File: config.mk
export PLATFORM = sky130hd
export DESIGN_NAME = ssp_i2c_slave
export DESIGN_NICKNAME = d
export VERILOG_FILES = /design/src/ssp_i2c_slave.v /design/src/ssp_rx_buf.v
export VERILOG_INCLUDE_DIRS = /design/src
export SDC_FILE = /design/constraint.sdc
export NUM_CORES = 1
export LEC_CHECK = 0
export BUFFER_PORTS_ARGS = -buffer_cell sky130_fd_sc_hd__buf_2
export CAP_MARGIN = 40
export CELL_PAD_IN_SITES_DETAIL_PLACEMENT = 0
export CELL_PAD_IN_SITES_GLOBAL_PLACEMENT = 1
export CORE_MARGIN = 2
export CORE_UTILIZATION = 44
export CTS_BUF_LIST = sky130_fd_sc_hd__clkbuf_8
export CTS_CLUSTER_SIZE = 40
export DETAILED_ROUTE_END_ITERATION = 10
export PLACE_DENSITY = 0.86
export SYNTH_ARGS = -nofsm -noshare
export SYNTH_HDL_FRONTEND = slang
export SYNTH_SLANG_ARGS = --single-unit
File: constraint.sdc
create_clock -name clk -period 2.55 [get_ports clk]
set_input_delay 0.6375 -clock clk [delete_from_list [all_inputs] [get_ports clk]]
set_output_delay 0.6375 -clock clk [all_outputs]
set_load 0.02 [all_outputs]
File: src/ssp_defines.vh
// Purpose: shared constants of the two-wire slave engine of the sync serial port
// Assumes: included by the engine and its receive buffer
// Notes:   field positions describe the status word that the engine exports
`ifndef SSP_DEFINES_VH
`define SSP_DEFINES_VH

// mode_select_field encodings
`define SSP_MODE_SLV7       4'h6
`define SSP_MODE_SLV10      4'h7
`define SSP_MODE_FW_MASTER  4'hB
`define SSP_MODE_SLV7_SS    4'hE
`define SSP_MODE_SLV10_SS   4'hF

// port_status_register field positions
`define SSP_ST_BF           0
`define SSP_ST_UA           1
`define SSP_ST_RW           2
`define SSP_ST_START        3
`define SSP_ST_STOP         4
`define SSP_ST_DATA         5

// reset values
`define SSP_ADDR_RST        8'h00
`define SSP_BYTE_RST        8'h00

// bit counts within one byte transfer
`define SSP_BITS_PER_BYTE   4'h8
`define SSP_BIT_CNT_RST     4'h0
`define SSP_BIT_CNT_ONE     4'h1

// receive buffer geometry
`define SSP_BUF_WIDTH       8
`define SSP_BUF_DEPTH       2

`endif

File: src/ssp_i2c_slave.v
// Purpose: two-wire slave engine of the sync serial port (7/10-bit addressing)
// Assumes: software controls arrive as single-clock pulses or levels on clk
// Notes:   bus pins are open drain: out is always low, oe pulls the line
//
// Functional notes
// - port idle until module enable set
// - four-bit mode field picks five modes
// - enabled two-wire mode drives pins open drain
// - read-only status: start, stop, data, UA, direction
// - shift register feeds buffer, flag set
// - byte while buffer full sets overflow, dropped
// - own address register, 10-bit high then low
// - pins inputs; slave transmit overrides data line
// - matched address or data gets automatic acknowledge
// - full or overflow: no ack, flag still set
// - read clears buffer full; write clears overflow
// - after start shift eight bits on rise
// - compare bits 7:1 on eighth falling edge
// - match loads buffer, acks, flag on ninth
// - high byte sets UA, holds clock low
// - low byte sets UA again, holds clock
// - 10-bit read header sets no UA
// - start and stop raise the flag in the _SS and firmware master modes
// - wired-AND clock, wait while held low
// - start/stop bits cleared on disable, toggle
// - read match acks, holds clock until release
// - transmit on falling edges, nack ends transfer
`timescale 1ns/1ps
`include "ssp_defines.vh"

module ssp_i2c_slave (
   input  wire       clk,
   input  wire       rst_n,
   input  wire       module_enable_bit,
   input  wire [3:0] mode_select_field,
   input  wire       dir_scl_input,
   input  wire       dir_sda_input,
   input  wire       addr_wr,
   input  wire [7:0] addr_wr_data,
   input  wire       tx_wr,
   input  wire [7:0] tx_wr_data,
   input  wire       clock_release_set,
   input  wire       overflow_clear,
   input  wire       interrupt_clear,
   output wire       rx_valid,
   input  wire       rx_ready,
   output wire [7:0] rx_data,
   input  wire       scl_in,
   output reg        scl_out,
   output reg        scl_oe,
   input  wire       sda_in,
   output reg        sda_out,
   output reg        sda_oe,
   output reg  [7:0] own_address_register,
   output wire [7:0] port_status_register,
   output reg        receive_overflow_flag,
   output reg        port_interrupt_flag
);
   localparam [2:0] ST_IDLE = 3'd0;
   localparam [2:0] ST_RX   = 3'd1;
   localparam [2:0] ST_ACK  = 3'd2;
   localparam [2:0] ST_HOLD = 3'd3;
   localparam [2:0] ST_TX   = 3'd4;
   localparam [2:0] ST_TACK = 3'd5;

   localparam [1:0] TP_HI   = 2'd0;
   localparam [1:0] TP_LOW  = 2'd1;
   localparam [1:0] TP_DONE = 2'd2;

   reg  [2:0] state;
   reg  [3:0] bit_cnt;
   reg  [7:0] shreg;
   reg  [7:0] tx_byte;
   reg        tx_loaded;
   reg  [1:0] ten_phase;
   reg        in_addr;
   reg        ack_pend;
   reg        pull_sda;
   reg        nack;
   reg        buffer_full_flag;
   reg        update_address_flag;
   reg        status_read;
   reg        status_data;
   reg        status_start;
   reg        status_stop;
   reg        scl_m;
   reg        scl_s;
   reg        scl_p;
   reg        sda_m;
   reg        sda_s;
   reg        sda_p;
   reg        push;

   wire       mode_slave;
   wire       mode_i2c;
   wire       mode_ss_irq;
   wire       ten_bit;
   wire       active;
   wire       scl_rise;
   wire       scl_fall;
   wire       start_det;
   wire       stop_det;
   wire       hi_match;
   wire       low_match;
   wire       addr_ok;
   wire       byte_hit;
   wire       room;
   wire       buf_in_ready;
   wire       rx_pop;

   // mode decode; 10-bit modes have bit 0 set
   assign mode_slave  = (mode_select_field == `SSP_MODE_SLV7) ||
                        (mode_select_field == `SSP_MODE_SLV10) ||
                        (mode_select_field == `SSP_MODE_SLV7_SS) ||
                        (mode_select_field == `SSP_MODE_SLV10_SS);
   assign mode_i2c    = mode_slave || (mode_select_field == `SSP_MODE_FW_MASTER);
   assign mode_ss_irq = (mode_select_field == `SSP_MODE_SLV7_SS) ||
                        (mode_select_field == `SSP_MODE_SLV10_SS) ||
                        (mode_select_field == `SSP_MODE_FW_MASTER);
   assign ten_bit     = mode_select_field[0];
   assign active      = module_enable_bit & mode_slave;

   // events come only from the second and third sync stages
   assign scl_rise  = scl_s & ~scl_p;
   assign scl_fall  = ~scl_s & scl_p;
   assign start_det = scl_s & scl_p & ~sda_s & sda_p;
   assign stop_det  = scl_s & scl_p & sda_s & ~sda_p;

   // address comparison: bits 7:1 for 7-bit and the 10-bit header, all 8 for low byte
   assign hi_match  = (shreg[7:1] == own_address_register[7:1]);
   assign low_match = (shreg == own_address_register);
   assign addr_ok   = !ten_bit ? hi_match :
                      (ten_phase == TP_LOW) ? low_match :
                      hi_match & (~shreg[0] | (ten_phase == TP_DONE));
   assign byte_hit  = ~in_addr | addr_ok;
   // a byte may only land when buffer full and overflow are both clear
   assign room      = ~buffer_full_flag & ~receive_overflow_flag & buf_in_ready;
   assign rx_pop    = rx_valid & rx_ready;

   assign port_status_register = {2'b00, status_data, status_stop, status_start,
                                  status_read, update_address_flag,
                                  buffer_full_flag};

   ssp_rx_buf u_rx_buf (
      .clk       (clk),
      .rst_n     (rst_n),
      .clear     (~module_enable_bit),
      .in_valid  (push),
      .in_ready  (buf_in_ready),
      .in_data   (shreg),
      .out_valid (rx_valid),
      .out_ready (rx_ready),
      .out_data  (rx_data)
   );

   // two-flop synchronisers plus one stage of history for edge detection
   always @(posedge clk) begin
      if (!rst_n) begin
         scl_m <= 1'b1;
         scl_s <= 1'b1;
         scl_p <= 1'b1;
         sda_m <= 1'b1;
         sda_s <= 1'b1;
         sda_p <= 1'b1;
      end else begin
         scl_m <= scl_in;
         scl_s <= scl_m;
         scl_p <= scl_s;
         sda_m <= sda_in;
         sda_s <= sda_m;
         sda_p <= sda_s;
      end
   end

   // pin drivers: a cleared direction bit pulls low (firmware master),
   // otherwise the slave pulls only while stretching or driving a zero
   always @(posedge clk) begin
      if (!rst_n) begin
         scl_out <= 1'b0;
         sda_out <= 1'b0;
         scl_oe  <= 1'b0;
         sda_oe  <= 1'b0;
      end else begin
         scl_out <= 1'b0;
         sda_out <= 1'b0;
         scl_oe  <= module_enable_bit & mode_i2c &
                    (~dir_scl_input | (active & state == ST_HOLD));
         sda_oe  <= module_enable_bit & mode_i2c &
                    (~dir_sda_input | (active & pull_sda));
      end
   end

   // start/stop status, toggled by bus conditions, cleared while disabled
   always @(posedge clk) begin
      if (!rst_n || !module_enable_bit) begin
         status_start <= 1'b0;
         status_stop  <= 1'b0;
      end else if (start_det) begin
         status_start <= 1'b1;
         status_stop  <= 1'b0;
      end else if (stop_det) begin
         status_start <= 1'b0;
         status_stop  <= 1'b1;
      end
   end

   // transmit holding register; software load stands until the byte is taken
   always @(posedge clk) begin
      if (!rst_n || !module_enable_bit) begin
         tx_byte   <= `SSP_BYTE_RST;
         tx_loaded <= 1'b0;
      end else if (tx_wr) begin
         tx_byte   <= tx_wr_data;
         tx_loaded <= 1'b1;
      end else if (state == ST_HOLD && status_read && clock_release_set) begin
         tx_loaded <= 1'b0;
      end
   end

   // own address register keeps its value over disable
   always @(posedge clk) begin
      if (!rst_n) begin
         own_address_register <= `SSP_ADDR_RST;
      end else if (addr_wr) begin
         own_address_register <= addr_wr_data;
      end
   end

   // main byte engine; hardware sets of sticky flags win over software clears
   always @(posedge clk) begin
      if (!rst_n || !active) begin
         state                 <= ST_IDLE;
         bit_cnt               <= `SSP_BIT_CNT_RST;
         shreg                 <= `SSP_BYTE_RST;
         ten_phase             <= TP_HI;
         in_addr               <= 1'b1;
         ack_pend              <= 1'b0;
         pull_sda              <= 1'b0;
         nack                  <= 1'b0;
         push                  <= 1'b0;
         buffer_full_flag      <= 1'b0;
         update_address_flag   <= 1'b0;
         status_read           <= 1'b0;
         status_data           <= 1'b0;
         receive_overflow_flag <= 1'b0;
         // start/stop flagging continues in firmware master mode
         port_interrupt_flag   <= rst_n & port_interrupt_flag & ~interrupt_clear |
                                  (rst_n & module_enable_bit & mode_ss_irq &
                                   (start_det | stop_det));
      end else begin
         push <= 1'b0;
         // software side clears, overridden below by any hardware set
         if (rx_pop) begin
            buffer_full_flag <= 1'b0;
         end
         if (overflow_clear) begin
            receive_overflow_flag <= 1'b0;
         end
         if (interrupt_clear) begin
            port_interrupt_flag <= 1'b0;
         end
         if ((start_det | stop_det) && mode_ss_irq) begin
            port_interrupt_flag <= 1'b1;
         end
         if (start_det) begin
            // start or repeated start: address byte follows
            state    <= ST_RX;
            bit_cnt  <= `SSP_BIT_CNT_RST;
            in_addr  <= 1'b1;
            pull_sda <= 1'b0;
            if (ten_phase != TP_DONE) begin
               ten_phase <= TP_HI;
            end
         end else if (stop_det) begin
            state     <= ST_IDLE;
            pull_sda  <= 1'b0;
            ten_phase <= TP_HI;
         end else begin
            case (state)
               ST_IDLE: begin
                  pull_sda <= 1'b0;
               end
               ST_RX: begin
                  if (scl_rise) begin
                     shreg   <= {shreg[6:0], sda_s};
                     bit_cnt <= bit_cnt + `SSP_BIT_CNT_ONE;
                  end else if (scl_fall && bit_cnt == `SSP_BITS_PER_BYTE) begin
                     if (byte_hit) begin
                        // decide the acknowledge on the eighth falling edge
                        ack_pend <= room;
                        pull_sda <= room;
                        if (buffer_full_flag) begin
                           receive_overflow_flag <= 1'b1;
                        end
                        state <= ST_ACK;
                     end else begin
                        state <= ST_IDLE;
                     end
                  end
               end
               ST_ACK: begin
                  if (scl_fall) begin
                     // ninth falling edge: end ack, flag, buffer the byte
                     pull_sda            <= 1'b0;
                     port_interrupt_flag <= 1'b1;
                     bit_cnt             <= `SSP_BIT_CNT_RST;
                     status_data         <= ~in_addr;
                     if (ack_pend) begin
                        push             <= 1'b1;
                        buffer_full_flag <= 1'b1;
                     end
                     if (!ack_pend) begin
                        state <= in_addr ? ST_IDLE : ST_RX;
                     end else if (!in_addr) begin
                        state <= ST_RX;
                     end else if (ten_bit && ten_phase == TP_HI) begin
                        update_address_flag <= 1'b1;
                        status_read         <= 1'b0;
                        ten_phase           <= TP_LOW;
                        state               <= ST_HOLD;
                     end else if (ten_bit && ten_phase == TP_LOW) begin
                        update_address_flag <= 1'b1;
                        ten_phase           <= TP_DONE;
                        state               <= ST_HOLD;
                     end else begin
                        // 7-bit match or 10-bit repeated header: no UA here
                        status_read <= shreg[0];
                        in_addr     <= 1'b0;
                        state       <= shreg[0] ? ST_HOLD : ST_RX;
                     end
                  end
               end
               ST_HOLD: begin
                  // clock stretched until software acts
                  if (update_address_flag && addr_wr) begin
                     update_address_flag <= 1'b0;
                     state               <= ST_RX;
                  end else if (status_read && clock_release_set && tx_loaded) begin
                     shreg    <= tx_byte;
                     pull_sda <= ~tx_byte[7];
                     bit_cnt  <= `SSP_BIT_CNT_ONE;
                     state    <= ST_TX;
                  end
               end
               ST_TX: begin
                  if (scl_fall) begin
                     if (bit_cnt == `SSP_BITS_PER_BYTE) begin
                        pull_sda <= 1'b0;
                        state    <= ST_TACK;
                     end else begin
                        shreg    <= {shreg[6:0], 1'b0};
                        pull_sda <= ~shreg[6];
                        bit_cnt  <= bit_cnt + `SSP_BIT_CNT_ONE;
                     end
                  end
               end
               ST_TACK: begin
                  if (scl_rise) begin
                     nack <= sda_s;
                  end else if (scl_fall) begin
                     port_interrupt_flag <= 1'b1;
                     status_data         <= 1'b1;
                     state               <= nack ? ST_IDLE : ST_HOLD;
                  end
               end
               default: begin
                  state <= ST_IDLE;
               end
            endcase
         end
      end
   end
endmodule

File: src/ssp_rx_buf.v
// Purpose: two-entry receive buffer between the shift register and software
// Assumes: single clock, synchronous active-low reset
// Notes:   head entry is always slot 0, so out_data comes straight from a flop
`timescale 1ns/1ps
`include "ssp_defines.vh"

module ssp_rx_buf (
   input  wire                       clk,
   input  wire                       rst_n,
   input  wire                       clear,
   input  wire                       in_valid,
   output wire                       in_ready,
   input  wire [`SSP_BUF_WIDTH-1:0]  in_data,
   output wire                       out_valid,
   input  wire                       out_ready,
   output wire [`SSP_BUF_WIDTH-1:0]  out_data
);
   reg  [`SSP_BUF_WIDTH-1:0] slot [0:`SSP_BUF_DEPTH-1];
   reg  [1:0]                count;
   wire                      push;
   wire                      pop;
   wire [1:0]                wr_idx;
   reg                       valid_q;
   genvar                    g;

   assign in_ready  = (count != 2'd2);
   assign out_valid = valid_q;
   assign out_data  = slot[0];
   assign push      = in_valid & in_ready;
   assign pop       = out_valid & out_ready;
   // a pop shifts the queue, so the write slot steps back by one
   assign wr_idx    = pop ? count - 2'd1 : count;

   // occupancy count; clear empties the queue when the port is switched off
   always @(posedge clk) begin
      if (!rst_n || clear) begin
         count   <= 2'd0;
         valid_q <= 1'b0;
      end else begin
         count   <= count + {1'b0, push} - {1'b0, pop};
         valid_q <= push | count[1] | (valid_q & ~pop);
      end
   end

   // slot 0 either shifts down on a pop or takes the incoming word; slot 1 only takes the incoming word
   generate
      for (g = 0; g < `SSP_BUF_DEPTH; g = g + 1) begin : gen_slot
         always @(posedge clk) begin
            if (!rst_n) begin
               slot[g] <= `SSP_BYTE_RST;
            end else if (push && wr_idx == g) begin
               slot[g] <= in_data;
            end else if (pop && g < `SSP_BUF_DEPTH - 1) begin
               slot[g] <= slot[(g < `SSP_BUF_DEPTH - 1) ? g + 1 : g];
            end
         end
      end
   endgenerate
endmodule

==> results.env <==
RUN_STATUS='finished clean'
VIAS_IN_THE_FIRST_GLOBAL_ROUTE=2594
PER_CELL_VIA_COUNT_IN_THE_ROUTED_DESIGN=5.31
PORTION_OF_THE_POST_SYNTHESIS_AREA_USED_BY_SEQUENTIAL_ELEMENTS_PCT=44.7
WORSTHOLDSTART='scl_m'
GRT_UTIL_MET1_PCT=27.5
POSTSYNTH.TOPFLOPCELL='sky130_fd_sc_hd__dfxtp_1'
DRIVE_GT1_SHARE_PCT=21.4
POST-SYNTH-TOP-COUNT-CELL='sky130_fd_sc_hd__dfxtp_1'
NUMBER_OF_BUFFERS_ON_THE_LONGEST_CLOCK_PATH=2
AREA_GROWTH_SYN_TO_LAYOUT_PCT=16.2
POST_SYNTH_XOR_AREA_FRACTION_PCT=2.38
WORST_SETUP_PATH_START_KIND='register'
ROUTE.DETAILED.DRC=0
SYNTH_AREA_MM2=0.00368
MAXIMUM_SINGLE_STAGE_DELAY_ON_THE_CRITICAL_PATH_NS=0.50
CRIT_PATH_TOP_DELAY_CELL='sky130_fd_sc_hd__nor4b_4'
NETS=488
TIMING.CRITICAL_PATH.CELLS='and3b_1 > nand2_1 > o221ai_2 > nor4b_4 > o21ai_1 > a32o_1'
TIMING.REG2REG.SETUP_SLACK_NS=0.35
TIMING.RR.END='bit_cnt[2]'
TIMING.FMAX_MHz=455
FP.DIEAREA_MM2=0.00910
POST_SYNTH_CELL_TYPES=59
IO_BUFFERS=59
CHIPHEIGHT_UM=95.4
VIOLATION_COUNT_AFTER_THE_FIRST_DETAILED_ROUTING_ITERATION=157
FINAL_CELL_COUNT_NO_FILL=559
TOTAL_POWER_mW=2.41
WORST-ENDPOINT-REQUIRED_NS=2.79
PLACEDCELLCOUNT=542
POST_SYNTHESIS_AREA_PER_INSTANCE_UM2=9.45
VDD_DROP_MAX_uV=337
HOLD_PATH_END='scl_s'
HOLD_CLASS='register to register'
TIMING.FINAL.CRIT_SHARE_PCT=86.2
TIMING.SETUP.TNS_NS=0
POST_SYNTH_MAIN_AREA_CONTRIBUTORS='sky130_fd_sc_hd__dfxtp_1, sky130_fd_sc_hd__edfxtp_1, sky130_fd_sc_hd__mux2i_1, sky130_fd_sc_hd__nor2_1, sky130_fd_sc_hd__nor2b_1'
GLOBAL_ROUTE.USAGE.TOTAL_PCT=18.7
SIMPLE_LOGIC_CELL_FRACTION_OF_THE_SYNTHESIZED_AREA_PCT=24.2
POST-CTS-SETUP-BUFFERS=0
DRV_SLEW=0
GRT_MAX_DEGREE=23
CRITICAL_PATH.MAX_FANOUT=16
SYNTH_ENABLE_FLOP_CELLS=16
SETUP_REPAIR_AFTER_GLOBAL_ROUTING_MISSED_ITS_MARGIN='no'
POSTCTSHOLDBUFS=0
NUMBER_OF_ANTENNA_VIOLATIONS_AT_THE_FIRST_CHECK_IN_GLOBAL_ROUTING=0
GRT_USE_MET2_PCT=27.3
ROUTED_WIRELENGTH_UM=8230
ROW_COUNT=33
VIAS=2967
MAX_CAP_VIOL_COUNT=0
CLOCK_PIN_SLEW_OF_THE_REGISTERS_ON_THE_WORST_CASE_SETUP_AND_HOLD_PATHS_NS=0.07
CLOCK_SINK_COUNT=74
STATIC-LEAKAGE-POWER_nW=1.74
NUMCTSBUFFERS=9
SYNTH_FA_HA_AREA_SHARE_PCT=2.04
MAIN_COMBINATIONAL_CELL_FAMILY_BY_AREA_AFTER_SYNTHESIS='simple AND/OR/NAND/NOR gates'
ITERATION_COUNT_OF_THE_INITIAL_DETAILED_ROUTING_PASS=4
GR-MAX-USAGE-LAYER='met1'
TIMING.HOLD.WORST_PATH_DEPTH=1
SETUP_VIOL=0
GRT_FIRST_PASS_WIRELENGTH_UM=13000
GRT.OVERFLOW.TOTAL=0
WORST_CLOCK_SKEW_NS=0.00711
IOS=64
FF2FF_PATH_DEPTH=6
CTS-HTREE-LEVELS=3
CLOCK_INSERTION_DELAY_WORST_SKEW_NS=0.34
TIMING.CRITICAL_PATH.TO_TYPE='register'
GRT_USE_MET3_PCT=4.43
SYNTHCELLS=389
SYNTH_AREA_IN_COMPOUND_GATES_PCT=13.6
SYNTH.MUX.AREA_FRACTION_PCT=7.90
SYNTH_TOP_CELLS_BY_COUNT='sky130_fd_sc_hd__dfxtp_1, sky130_fd_sc_hd__nor2_1, sky130_fd_sc_hd__mux2i_1, sky130_fd_sc_hd__nand2_1, sky130_fd_sc_hd__nor2b_1'
FINAL_DESIGN_AREA_NO_FILL_MM2=0.00427
YOSYS_REGISTER_BITS=74
CRIT_ARRIVAL_NS=2.43
INITIAL_CORE_UTIL_PCT=45.0
TIGHTEST_SLEW_NS=0.753
FINALHOLDVIOLCOUNT=0
SYNTH_TOP_CELL_AREA_SHARE_PCT=31.6
CTS-RESIZED-GATES=0
POST_DP_HPWL_UM=6260
YOSYS.AREA.TOP_TYPE='sky130_fd_sc_hd__dfxtp_1'
DETAIL-ROUTE-ANTENNA-NETS=0
CTS_TREE='done'
POSTPLACECELLAREA_MM2=0.00405
PLACE.GP.CONGESTION=0.833
YS.WARNINGS.COUNT=0
ROUTE.DETAILED.WL_PER_INST_UM=14.7
PERIOD_MINUS_SLACK_NS=2.20
DIE-WIDTH_UM=95.4
REGTOREGSTARTPOINT='state[1]'
MAX-SLEW-MARGIN-REL_PCT=49.7
POWER.DENSITY_mW_PER_MM2=564
CTS_ROOT_BUFFER='sky130_fd_sc_hd__clkbuf_8'
FINAL_ANTENNA_DIODE_COUNT=0
PLACEABLECOREAREA_MM2=0.00818
YS_ASYNC_SR_FRACTION_PCT=0
WORSTSETUPPATHTYPE='register to register'
-- sequential cells by signal (all words and copies together) (netlist names), 2 cells and up --
register              count
bit_cnt                   4
own_address_register      8
shreg                     8
state                     3
ten_phase                 2
tx_byte                   8
u_rx_buf.count            2
u_rx_buf.slot            16
-- routing by layer --
metal	vias up	routed length, µm
met2	85	3540
met4	0	61
met5	-	0
met1	1384	4110
met3	7	511
li1	1491	-
-- logic make-up after synthesis --
kind of cell,count (synthesis)
mux,29
buf+inv,36
flops,74
simple gates,161
other cells,1
compound gates,72
xor+xnor,10
fa+ha+maj,6
-- final cells by class --
type	count	area [µm²]
fill	793	3900
clock buffer	10	138
inverter	12	45.0
sequential	74	1640
tap	105	131
multi-input combinational	282	1860
clock inverter	6	82.6
timing repair buffer	70	375
-- stage by stage --
step	hold slack [ns]	worst slack (ns)	utilization [%]
after CTS	0.415	0.375	52.2
final	0.410	0.352	52.3
after global routing	0.439	0.227	52.3
after global placement	0.390	0.190	49.5
after detailed placement	0.396	0.0891	49.5
after floorplan	0.386	0.431	-
-- how the worst max path moves through the flow --
stage	start	end	slack, ns	depth (start not counted)
2_1_floorplan	rx_ready	u_rx_buf.slot[1][0]	0.43	4
3_3_place_gp	rx_ready	u_rx_buf.slot[0][0]	0.19	7
3_5_place_dp	rx_ready	u_rx_buf.slot[0][3]	0.09	7
4_1_cts	state[1]	bit_cnt[2]	0.38	6
5_1_grt	state[1]	bit_cnt[2]	0.23	6
6_report	state[1]	bit_cnt[2]	0.35	6
-- worst max-delay path, delay by kind of cell (launching register included) --
family,cells,cell delay [ns]
AND/OR/NAND/NOR,3,1.03
AO/OA/AOI/OAI,3,0.58
flip-flops,1,0.47
-- cells in the final DEF (no fill, tap or decap), types with 4 or more instances in the layout --
| cell type | instances |
|---|---|
| sky130_fd_sc_hd__a22o_1 | 8 |
| sky130_fd_sc_hd__buf_2 | 60 |
| sky130_fd_sc_hd__o21ai_0 | 16 |
| sky130_fd_sc_hd__xnor2_1 | 4 |
| sky130_fd_sc_hd__a211oi_1 | 5 |
| sky130_fd_sc_hd__nand2b_1 | 13 |
| sky130_fd_sc_hd__nor3_1 | 7 |
| sky130_fd_sc_hd__clkbuf_8 | 10 |
| sky130_fd_sc_hd__mux2i_1 | 29 |
| sky130_fd_sc_hd__dfxtp_1 | 58 |
| sky130_fd_sc_hd__nor2b_1 | 19 |
| sky130_fd_sc_hd__conb_1 | 4 |
| sky130_fd_sc_hd__buf_4 | 10 |
| sky130_fd_sc_hd__a21oi_1 | 16 |
| sky130_fd_sc_hd__nand2_1 | 29 |
| sky130_fd_sc_hd__and2_1 | 8 |
| sky130_fd_sc_hd__ha_1 | 6 |
| sky130_fd_sc_hd__nand3b_1 | 4 |
| sky130_fd_sc_hd__nand3_1 | 16 |
| sky130_fd_sc_hd__nor2_1 | 40 |
| sky130_fd_sc_hd__xor2_1 | 6 |
| sky130_fd_sc_hd__edfxtp_1 | 16 |
| sky130_fd_sc_hd__inv_1 | 14 |
-- where the power goes --
| part | leakage, nW | total, mW | internal [mW] | switching, mW |
|---|---|---|---|---|
| Sequential | 0.623 | 1.24 | 1.22 | 0.0195 |
| Clock | 0.119 | 1.00 | 0.573 | 0.429 |
| Combinational | 0.999 | 0.165 | 0.0688 | 0.0964 |
(Power assumes the default switching activity.)
